===== src/logic/compare_channel_pkg.sv =====
// constants and state types for the output compare channel
package compare_channel_pkg;

  // ----------------------------------------------------------------
  // register word addresses
  // ----------------------------------------------------------------
  localparam logic [2:0] ADDR_CONTROL   = 3'h0;
  localparam logic [2:0] ADDR_PRIMARY   = 3'h1;
  localparam logic [2:0] ADDR_SECONDARY = 3'h2;
  localparam logic [2:0] ADDR_PERIOD2   = 3'h3;
  localparam logic [2:0] ADDR_PERIOD3   = 3'h4;
  localparam logic [2:0] ADDR_TIMER_RUN = 3'h5;
  localparam logic [2:0] ADDR_COUNT2    = 3'h6;
  localparam logic [2:0] ADDR_COUNT3    = 3'h7;

  // ----------------------------------------------------------------
  // field positions
  // ----------------------------------------------------------------
  localparam int BIT_IDLE_HALT = 13;
  localparam int BIT_FAULT     = 4;
  localparam int BIT_SELECT    = 3;
  localparam int MODE_MSB      = 2;
  localparam int MODE_LSB      = 0;
  localparam int BIT_RUN2      = 0;
  localparam int BIT_RUN3      = 1;

  // ----------------------------------------------------------------
  // values after reset
  // ----------------------------------------------------------------
  localparam logic [15:0] RST_WORD = 16'h0000;
  localparam logic [2:0]  RST_MODE = 3'h0;

  // ----------------------------------------------------------------
  // compare mode codes
  // ----------------------------------------------------------------
  localparam logic [2:0] MODE_OFF        = 3'h0;
  localparam logic [2:0] MODE_SET_HIGH   = 3'h1;
  localparam logic [2:0] MODE_FORCE_LOW  = 3'h2;
  localparam logic [2:0] MODE_TOGGLE     = 3'h3;
  localparam logic [2:0] MODE_SINGLE     = 3'h4;
  localparam logic [2:0] MODE_CONTINUOUS = 3'h5;
  localparam logic [2:0] MODE_PWM_FREE   = 3'h6;
  localparam logic [2:0] MODE_PWM_FAULT  = 3'h7;

  // pulse sequencer, one-hot
  typedef enum logic [3:0] {
    PULSE_IDLE = 4'h1,
    PULSE_RISE = 4'h2,
    PULSE_FALL = 4'h4,
    PULSE_DONE = 4'h8
  } pulse_state_t;

  typedef struct packed {
    logic [15:0] count;
  } time_base_state_t;

  typedef struct packed {
    logic         idle_halt;
    logic         select;
    logic [2:0]   mode;
    logic         fault;
    logic [15:0]  primary;
    logic [15:0]  secondary;
    logic [15:0]  period2;
    logic [15:0]  period3;
    logic         run2;
    logic         run3;
    logic         pin;
    logic         irq;
    logic [15:0]  rdata;
    pulse_state_t pulse;
  } channel_state_t;

endpackage


===== src/logic/output_compare_pwm_channel.sv =====
// output compare channel with pulse, level and pwm modes plus time bases
//
// How it works
// - continuous pulse mode starts low, then pulses on each match pair.
// - writing a pulse mode drives the pin low at once.
// - primary compare match drives the pin high.
// - secondary compare match drives the pin back low.
// - pulse modes flag the channel event on the secondary match that ends a pulse.
// - time base wraps to zero on period match and keeps counting.
// - pwm modes make the primary register a read-only active duty.
// - primary value at enable is the duty of the first period.
// - secondary takes writes anytime, copied to duty on period match.
// - period value N gives N plus one counts per period.
// - duty zero keeps the pin low all period.
// - duty above period keeps the pin high.
// - duty equal to period gives one low count per period.
// - control bit 13 halts the channel while the cpu idles.
// - status bit 4 flags a pwm fault, cleared by hardware only.
// - control bit 3 picks the third timer, else the second.
// - code 111 is pwm with fault, 110 pwm ignoring fault.
// - code 011 toggles the pin on each compare match.
// - code 010 starts the pin high and clears it on match.
// - code 001 starts the pin low and sets it on match.
// - code 100 gives one pulse only, code 000 disables.
// - after a single pulse the pin stays low until rewritten.
//
// Chosen here: the address map and the plain strobed port.
`timescale 1ns/1ns
module output_compare_pwm_channel
  import compare_channel_pkg::*;
(
  input  wire logic        i_clk,
  input  wire logic        i_sys_rst,
  input  wire logic [2:0]  i_address,
  input  wire logic [15:0] i_write_data,
  input  wire logic        i_write_strobe,
  input  wire logic        i_read_strobe,
  input  wire logic        i_cpu_idle,
  input  wire logic        i_pwm_fault,
  output logic      [15:0] o_read_data,
  output logic             o_compare_output_pin,
  output logic             o_channel_interrupt_flag
);

  // ----------------------------------------------------------------
  // state and helpers
  // ----------------------------------------------------------------
  channel_state_t st;
  channel_state_t next_st;

  logic [15:0] count2;
  logic [15:0] count3;
  logic        period_match2;
  logic        period_match3;
  logic [15:0] sel_count;
  logic [15:0] sel_period;
  logic        sel_run;
  logic        sel_period_match;
  logic        halted;
  logic        pwm_mode;
  logic        pri_match;
  logic        sec_match;
  logic        fault_event;
  logic        wr_ctrl;
  logic [2:0]  wr_mode;
  logic [15:0] ctrl_word;
  logic [15:0] run_word;

  // ----------------------------------------------------------------
  // the two time bases
  // ----------------------------------------------------------------
  time_base u_time_base2 (
    .i_clk          (i_clk),
    .i_sys_rst      (i_sys_rst),
    .i_run          (st.run2),
    .i_period       (st.period2),
    .o_count        (count2),
    .o_period_match (period_match2)
  );

  time_base u_time_base3 (
    .i_clk          (i_clk),
    .i_sys_rst      (i_sys_rst),
    .i_run          (st.run3),
    .i_period       (st.period3),
    .o_count        (count3),
    .o_period_match (period_match3)
  );

  // ----------------------------------------------------------------
  // match decode
  // ----------------------------------------------------------------
  // a stopped time base never matches, so toggles cannot chatter
  always_comb begin
    sel_count        = st.select ? count3 : count2;
    sel_period       = st.select ? st.period3 : st.period2;
    sel_run          = st.select ? st.run3 : st.run2;
    sel_period_match = st.select ? period_match3 : period_match2;
    halted           = st.idle_halt && i_cpu_idle;
    pwm_mode         = (st.mode == MODE_PWM_FREE) ||
                       (st.mode == MODE_PWM_FAULT);
    pri_match        = sel_run && (sel_count == st.primary);
    sec_match        = sel_run && (sel_count == st.secondary);
    fault_event      = !halted && (st.mode == MODE_PWM_FAULT) &&
                       i_pwm_fault;
    wr_ctrl          = i_write_strobe && (i_address == ADDR_CONTROL);
    wr_mode          = i_write_data[MODE_MSB:MODE_LSB];
  end

  // readable words, unused bits read as zero
  always_comb begin
    ctrl_word                     = RST_WORD;
    ctrl_word[BIT_IDLE_HALT]      = st.idle_halt;
    ctrl_word[BIT_FAULT]          = st.fault;
    ctrl_word[BIT_SELECT]         = st.select;
    ctrl_word[MODE_MSB:MODE_LSB]  = st.mode;
    run_word                      = RST_WORD;
    run_word[BIT_RUN2]            = st.run2;
    run_word[BIT_RUN3]            = st.run3;
  end

  // ----------------------------------------------------------------
  // next state
  // ----------------------------------------------------------------
  always_comb begin
    next_st       = st;
    next_st.irq   = 1'b0;
    next_st.rdata = RST_WORD;

    // read data stand only in the cycle after the strobe
    if (i_read_strobe) begin
      unique case (i_address)
        ADDR_CONTROL:   next_st.rdata = ctrl_word;
        ADDR_PRIMARY:   next_st.rdata = st.primary;
        ADDR_SECONDARY: next_st.rdata = st.secondary;
        ADDR_PERIOD2:   next_st.rdata = st.period2;
        ADDR_PERIOD3:   next_st.rdata = st.period3;
        ADDR_TIMER_RUN: next_st.rdata = run_word;
        ADDR_COUNT2:    next_st.rdata = count2;
        ADDR_COUNT3:    next_st.rdata = count3;
      endcase
    end

    // channel behaviour, frozen as a whole while halted in idle
    if (!halted) begin
      unique case (st.mode)
        MODE_SET_HIGH: begin
          if (pri_match) begin
            next_st.pin = 1'b1;
            next_st.irq = 1'b1;
          end
        end
        MODE_FORCE_LOW: begin
          if (pri_match) begin
            next_st.pin = 1'b0;
            next_st.irq = 1'b1;
          end
        end
        MODE_TOGGLE: begin
          if (pri_match) begin
            next_st.pin = ~st.pin;
            next_st.irq = 1'b1;
          end
        end
        MODE_SINGLE, MODE_CONTINUOUS: begin
          unique case (st.pulse)
            PULSE_RISE: begin
              if (pri_match) begin
                next_st.pin   = 1'b1;
                next_st.pulse = PULSE_FALL;
              end
            end
            PULSE_FALL: begin
              if (sec_match) begin
                next_st.pin = 1'b0;
                next_st.irq = 1'b1;
                if (st.mode == MODE_CONTINUOUS) begin
                  next_st.pulse = PULSE_RISE;
                end else begin
                  next_st.pulse = PULSE_DONE;
                end
              end
            end
            PULSE_IDLE, PULSE_DONE: begin
              next_st.pin = 1'b0;
            end
            default: begin
              next_st.pulse = PULSE_IDLE;
            end
          endcase
        end
        MODE_PWM_FREE, MODE_PWM_FAULT: begin
          // the flag sticks until the mode is written again
          if (fault_event) begin
            next_st.fault = 1'b1;
          end
          // high while count is below duty covers 0 %, 100 % and N
          if (next_st.fault && (st.mode == MODE_PWM_FAULT)) begin
            next_st.pin = 1'b0;
          end else begin
            next_st.pin = (sel_count < st.primary);
          end
          // double buffer: duty only moves at a period boundary
          if (sel_period_match) begin
            next_st.primary = st.secondary;
            next_st.irq     = 1'b1;
          end
        end
        default: begin
          next_st.pin = 1'b0;
        end
      endcase
    end

    // software writes
    if (i_write_strobe) begin
      unique case (i_address)
        ADDR_CONTROL: begin
          next_st.idle_halt = i_write_data[BIT_IDLE_HALT];
          next_st.select    = i_write_data[BIT_SELECT];
          next_st.mode      = wr_mode;
          // hardware clears the flag here, a fresh fault still wins
          next_st.fault     = fault_event;
          next_st.pulse     = PULSE_IDLE;
          unique case (wr_mode)
            MODE_SINGLE, MODE_CONTINUOUS: begin
              next_st.pin   = 1'b0;
              next_st.pulse = PULSE_RISE;
            end
            MODE_FORCE_LOW: begin
              next_st.pin = 1'b1;
            end
            MODE_PWM_FREE, MODE_PWM_FAULT: begin
              // keep pin; primary already holds the first duty
              next_st.pin = next_st.pin;
            end
            default: begin
              next_st.pin = 1'b0;
            end
          endcase
        end
        ADDR_PRIMARY: begin
          if (!pwm_mode) begin
            next_st.primary = i_write_data;
          end
        end
        ADDR_SECONDARY: next_st.secondary = i_write_data;
        ADDR_PERIOD2:   next_st.period2   = i_write_data;
        ADDR_PERIOD3:   next_st.period3   = i_write_data;
        ADDR_TIMER_RUN: begin
          next_st.run2 = i_write_data[BIT_RUN2];
          next_st.run3 = i_write_data[BIT_RUN3];
        end
        default: begin
          next_st.rdata = next_st.rdata;
        end
      endcase
    end
  end

  // ----------------------------------------------------------------
  // state register
  // ----------------------------------------------------------------
  always_ff @(posedge i_clk) begin
    if (i_sys_rst) begin
      st <= '{idle_halt: 1'b0, select: 1'b0, mode: RST_MODE,
             fault: 1'b0, primary: RST_WORD, secondary: RST_WORD,
             period2: RST_WORD, period3: RST_WORD, run2: 1'b0,
             run3: 1'b0, pin: 1'b0, irq: 1'b0, rdata: RST_WORD,
             pulse: PULSE_IDLE};
    end else begin
      st <= next_st;
    end
  end

  // outputs straight from the state register
  assign o_read_data              = st.rdata;
  assign o_compare_output_pin     = st.pin;
  assign o_channel_interrupt_flag = st.irq;
endmodule // output_compare_pwm_channel


===== src/logic/time_base.sv =====
// one 16-bit time base that wraps at its period value
`timescale 1ns/1ns
module time_base
  import compare_channel_pkg::*;
(
  input  wire logic        i_clk,
  input  wire logic        i_sys_rst,
  input  wire logic        i_run,
  input  wire logic [15:0] i_period,
  output logic      [15:0] o_count,
  output logic             o_period_match
);

  time_base_state_t st;
  time_base_state_t next_st;

  // --------------------------------------------------------------
  // counting
  // --------------------------------------------------------------
  // count of N wraps to zero, so one period spans N plus one counts
  always_comb begin
    next_st = st;
    if (i_run) begin
      if (st.count == i_period) begin
        next_st.count = RST_WORD;
      end else begin
        next_st.count = st.count + 16'h0001;
      end
    end
  end

  always_ff @(posedge i_clk) begin
    if (i_sys_rst) begin
      st <= '{count: RST_WORD};
    end else begin
      st <= next_st;
    end
  end

  // match only while running, a stopped timer must not retrigger
  assign o_count        = st.count;
  assign o_period_match = i_run && (st.count == i_period);

endmodule // time_base


===== config.mk =====
export PLATFORM = sky130hd
export DESIGN_NAME = output_compare_pwm_channel
export DESIGN_NICKNAME = d
export VERILOG_FILES = /design/src/logic/compare_channel_pkg.sv /design/src/logic/output_compare_pwm_channel.sv /design/src/logic/time_base.sv
export SDC_FILE = /design/constraint.sdc
export NUM_CORES = 1
export LEC_CHECK = 0
export ABC_CLOCK_PERIOD_IN_PS = 4000
export BUFFER_PORTS_ARGS = -buffer_cell sky130_fd_sc_hd__buf_2
export CAP_MARGIN = 20
export CORE_ASPECT_RATIO = 0.75
export CORE_UTILIZATION = 30
export CTS_CLUSTER_DIAMETER = 30
export DETAILED_ROUTE_END_ITERATION = 8
export GPL_TIMING_DRIVEN = 0
export SETUP_SLACK_MARGIN = 0.4
export SYNTH_ARGS = -nofsm -noshare
export SYNTH_HDL_FRONTEND = slang
export SYNTH_SLANG_ARGS = --single-unit

===== constraint.sdc =====
create_clock -name i_clk -period 4 [get_ports i_clk]
set_input_delay 0.2 -clock i_clk [delete_from_list [all_inputs] [get_ports i_clk]]
set_output_delay 0.2 -clock i_clk [all_outputs]
set_load 0.005 [all_outputs]

==> results.cfg <==
[yosys]
synth_flop_cell = dfxtp_1
syn_area_per_cell_um2 = 7.80
yosysSeqAreaShare = 0.345
yosysWarnings = 0
syn_nets = 982
ys_async_sr_fraction = 0
synth_seq_cells = 126
syn_area_mm2 = 0.00731
synth_edf_count = 0
synthCells = 937
ys_types = 64

[cts]
cts_resized = 0
clk_transition_reported_paths_ns = 0.06
post_cts.repair.setup_buffers = 0
clock-sinks = 126
cts_hold_buf = 0
cts_tree = yes
clockBufferDepth = 2
root_buffer = clkbuf_16
insertion_delay_ns = 0.43
cts_inserted_buffers = 17
cts_max_level = 4

[detailed_routing]
wl_um = 25200
vias = 7032
drt_pass1_iterations = 7
drt_first_iter_violations = 901
wire_per_inst_um = 19.2
via_per_inst = 5.35
drtAntennaViolNets = 0
post-route-drc-count = 0

[sta]
grt_setup_unrepaired = no
skew_ns = 0.00993
slew_headroom = 0.513
maxSlewViolCount = 0
fmax_mhz = 296
worst_hold_slack_ns = 0.0572
worst_slew_pin_slew_ns = 0.730
post-route-period-util = 0.845
setup_viol = 0
setup-tns-final_ns = 0
hold_violations = 0
period_minus_slack_ns = 3.38

[critical_path]
crit_path_start_kind = register
crit_buf_inv = 4
rr_worst_depth = 15
worstPathCellList = buf_6 > buf_12 > mux2i_1 > inv_1 > ha_1 > nand4_1 > nor3_1 > nand4_1 > ha_1 > inv_1 > mux2i_1 > a21oi_1 > o211ai_1 > a31oi_1 > o21ai_1
slowest_delay_ns = 0.40
worst-endpoint-required_ns = 4.30
end_kind = register
crit_family = simple AND/OR/NAND/NOR gates
worst-path-max-fanout = 10
slowest_stage = mux2i_1
cp.depth = 15
crit_arrival_ns = 3.68
crit_type = register to register

[floorplanning]
die_width_um = 182
row_count = 49
fp.dieH_um = 137
core_mm2 = 0.0239
dieArea_mm2 = 0.0250
start_util = 0.306
ios = 43

[hold_path]
holdCritPathClass = input port to register
holdPathStages = 3

[run]
cap_violations = 0

[final_layout]
area_growth_pct = 16.4
drive_gt1_frac = 0.113
final_common_cell = nand2_1
n_antenna_cell = 0
fillers = 2527
most-common-layout-cells = nand2_1, dfxtp_1, a21oi_1
instances_no_fill = 1315
final_nets = 1042

[global_routing]
grt_use_total = 0.208
grt_pass1_wl_um = 38300
first_global_vias = 6467
antenna_found_initial = 0
overflow = 0
grt_max_degree = 17

[placed_design]
dp.cells = 1282
portBuffers = 39
routabilityCongestion = 0.965
dp_hpwl_um = 19600

[status]
outcome = completed

[pwr]
leakage_nw = 3.21
peakVddDrop_uv = 284
power_density_mw_per_mm2 = 372
-- worst min-delay path: stages --
cell	delay (ns)
buf_2	0.13
nand2_1	0.06
a21oi_1	0.05
-- flip-flops by register name, summed over array words and instances, names as in the netlist --
signal,count
u_time_base2.o_count,16
ctrl_word,6
o_read_data,16
o_compare_output_pin,1
o_channel_interrupt_flag,1
run_word,2
u_time_base3.o_count,16
st,68
-- per-layer routing --
metal / global-route usage / vias to the layer above / wire length (µm)
met4: 0.0626 / 0 / 432
met2: 0.290 / 286 / 10100
li1: - / 3361 / -
met5: 0 / - / 0
met3: 0.0576 / 30 / 2480
met1: 0.306 / 3355 / 12200
-- cell type report --
| cell class | count | area [µm²] | share of cell area |
|---|---|---|---|
| Clock inverter | 6 | 105 | 0.0124 |
| Inverter | 35 | 131 | 0.0154 |
| Clock buffer | 25 | 505 | 0.0594 |
| Tap cell | 306 | 383 | 0.0450 |
| Timing Repair Buffer | 41 | 208 | 0.0244 |
| Multi-Input combinational cell | 699 | 4260 | 0.501 |
| Sequential cell | 126 | 2520 | 0.296 |
| Buffer | 77 | 392 | 0.0460 |
-- logic make-up after synthesis --
family,after synthesis,synth area share
AND/OR/NAND/NOR,377,0.232
AO/OA/AOI/OAI,182,0.157
flip-flops,126,0.345
buffers and inverters,112,0.0716
XOR/XNOR,77,0.0923
multiplexers,43,0.0671
adder cells (fa/ha/maj),20,0.0342
-- path summary, 6_finish.rpt --
check                                  from                              end  slack [ns]
setup / recovery  ctrl_word[3]$_SDFFE_PP0P_  o_compare_output_pin$_SDFF_PP0_        0.62
hold / removal             i_write_data[10]              st[34]$_SDFFE_PP0P_        0.06
setup reg to reg  ctrl_word[3]$_SDFFE_PP0P_  o_compare_output_pin$_SDFF_PP0_        0.62
hold reg to reg         st[59]$_SDFFE_PP0P_              st[59]$_SDFFE_PP0P_        0.48
-- synthesized netlist by cell type, drive strengths merged (4+ instances only) --
master	number	area share
o21ai	32	0.022
nor4	8	0.0068
nand3	32	0.022
inv	35	0.018
mux2	12	0.018
or3	4	0.0034
dfxtp	126	0.35
nand4	26	0.023
ha	20	0.034
nor2b	7	0.0060
a222oi	8	0.011
a21o	6	0.0062
a22o	7	0.0084
nor2	67	0.034
mux2i	29	0.042
and3	11	0.0094
a21oi	79	0.054
xor2	30	0.036
o211ai	17	0.017
a31oi	4	0.0034
nor3	23	0.016
nand2b	6	0.0051
xnor2	47	0.056
nand2	182	0.093
a221oi	5	0.0060
clkbuf	46	0.024
buf	31	0.030
-- metrics by stage --
step	worst slack, ns	power [mW]	util	instance area (µm²)
after global placement	0.609	1.55	0.330	7890
after floorplan	1.27	1.46	-	7310
after CTS	0.540	3.18	0.355	8500
after detailed placement	0.567	1.56	0.330	7890
final	0.620	3.17	0.356	8510
after global routing	0.451	3.26	0.356	8510
-- report_power, final --
group	leakage, nW	total (mW)	switching, mW	internal, mW
logic	1.89	0.239	0.162	0.0770
clock network	0.303	1.63	0.574	1.06
registers	1.02	1.30	0.0227	1.27
total	3.21	3.17	0.758	2.41
Note: power is estimated with default switching activity, not from simulation.
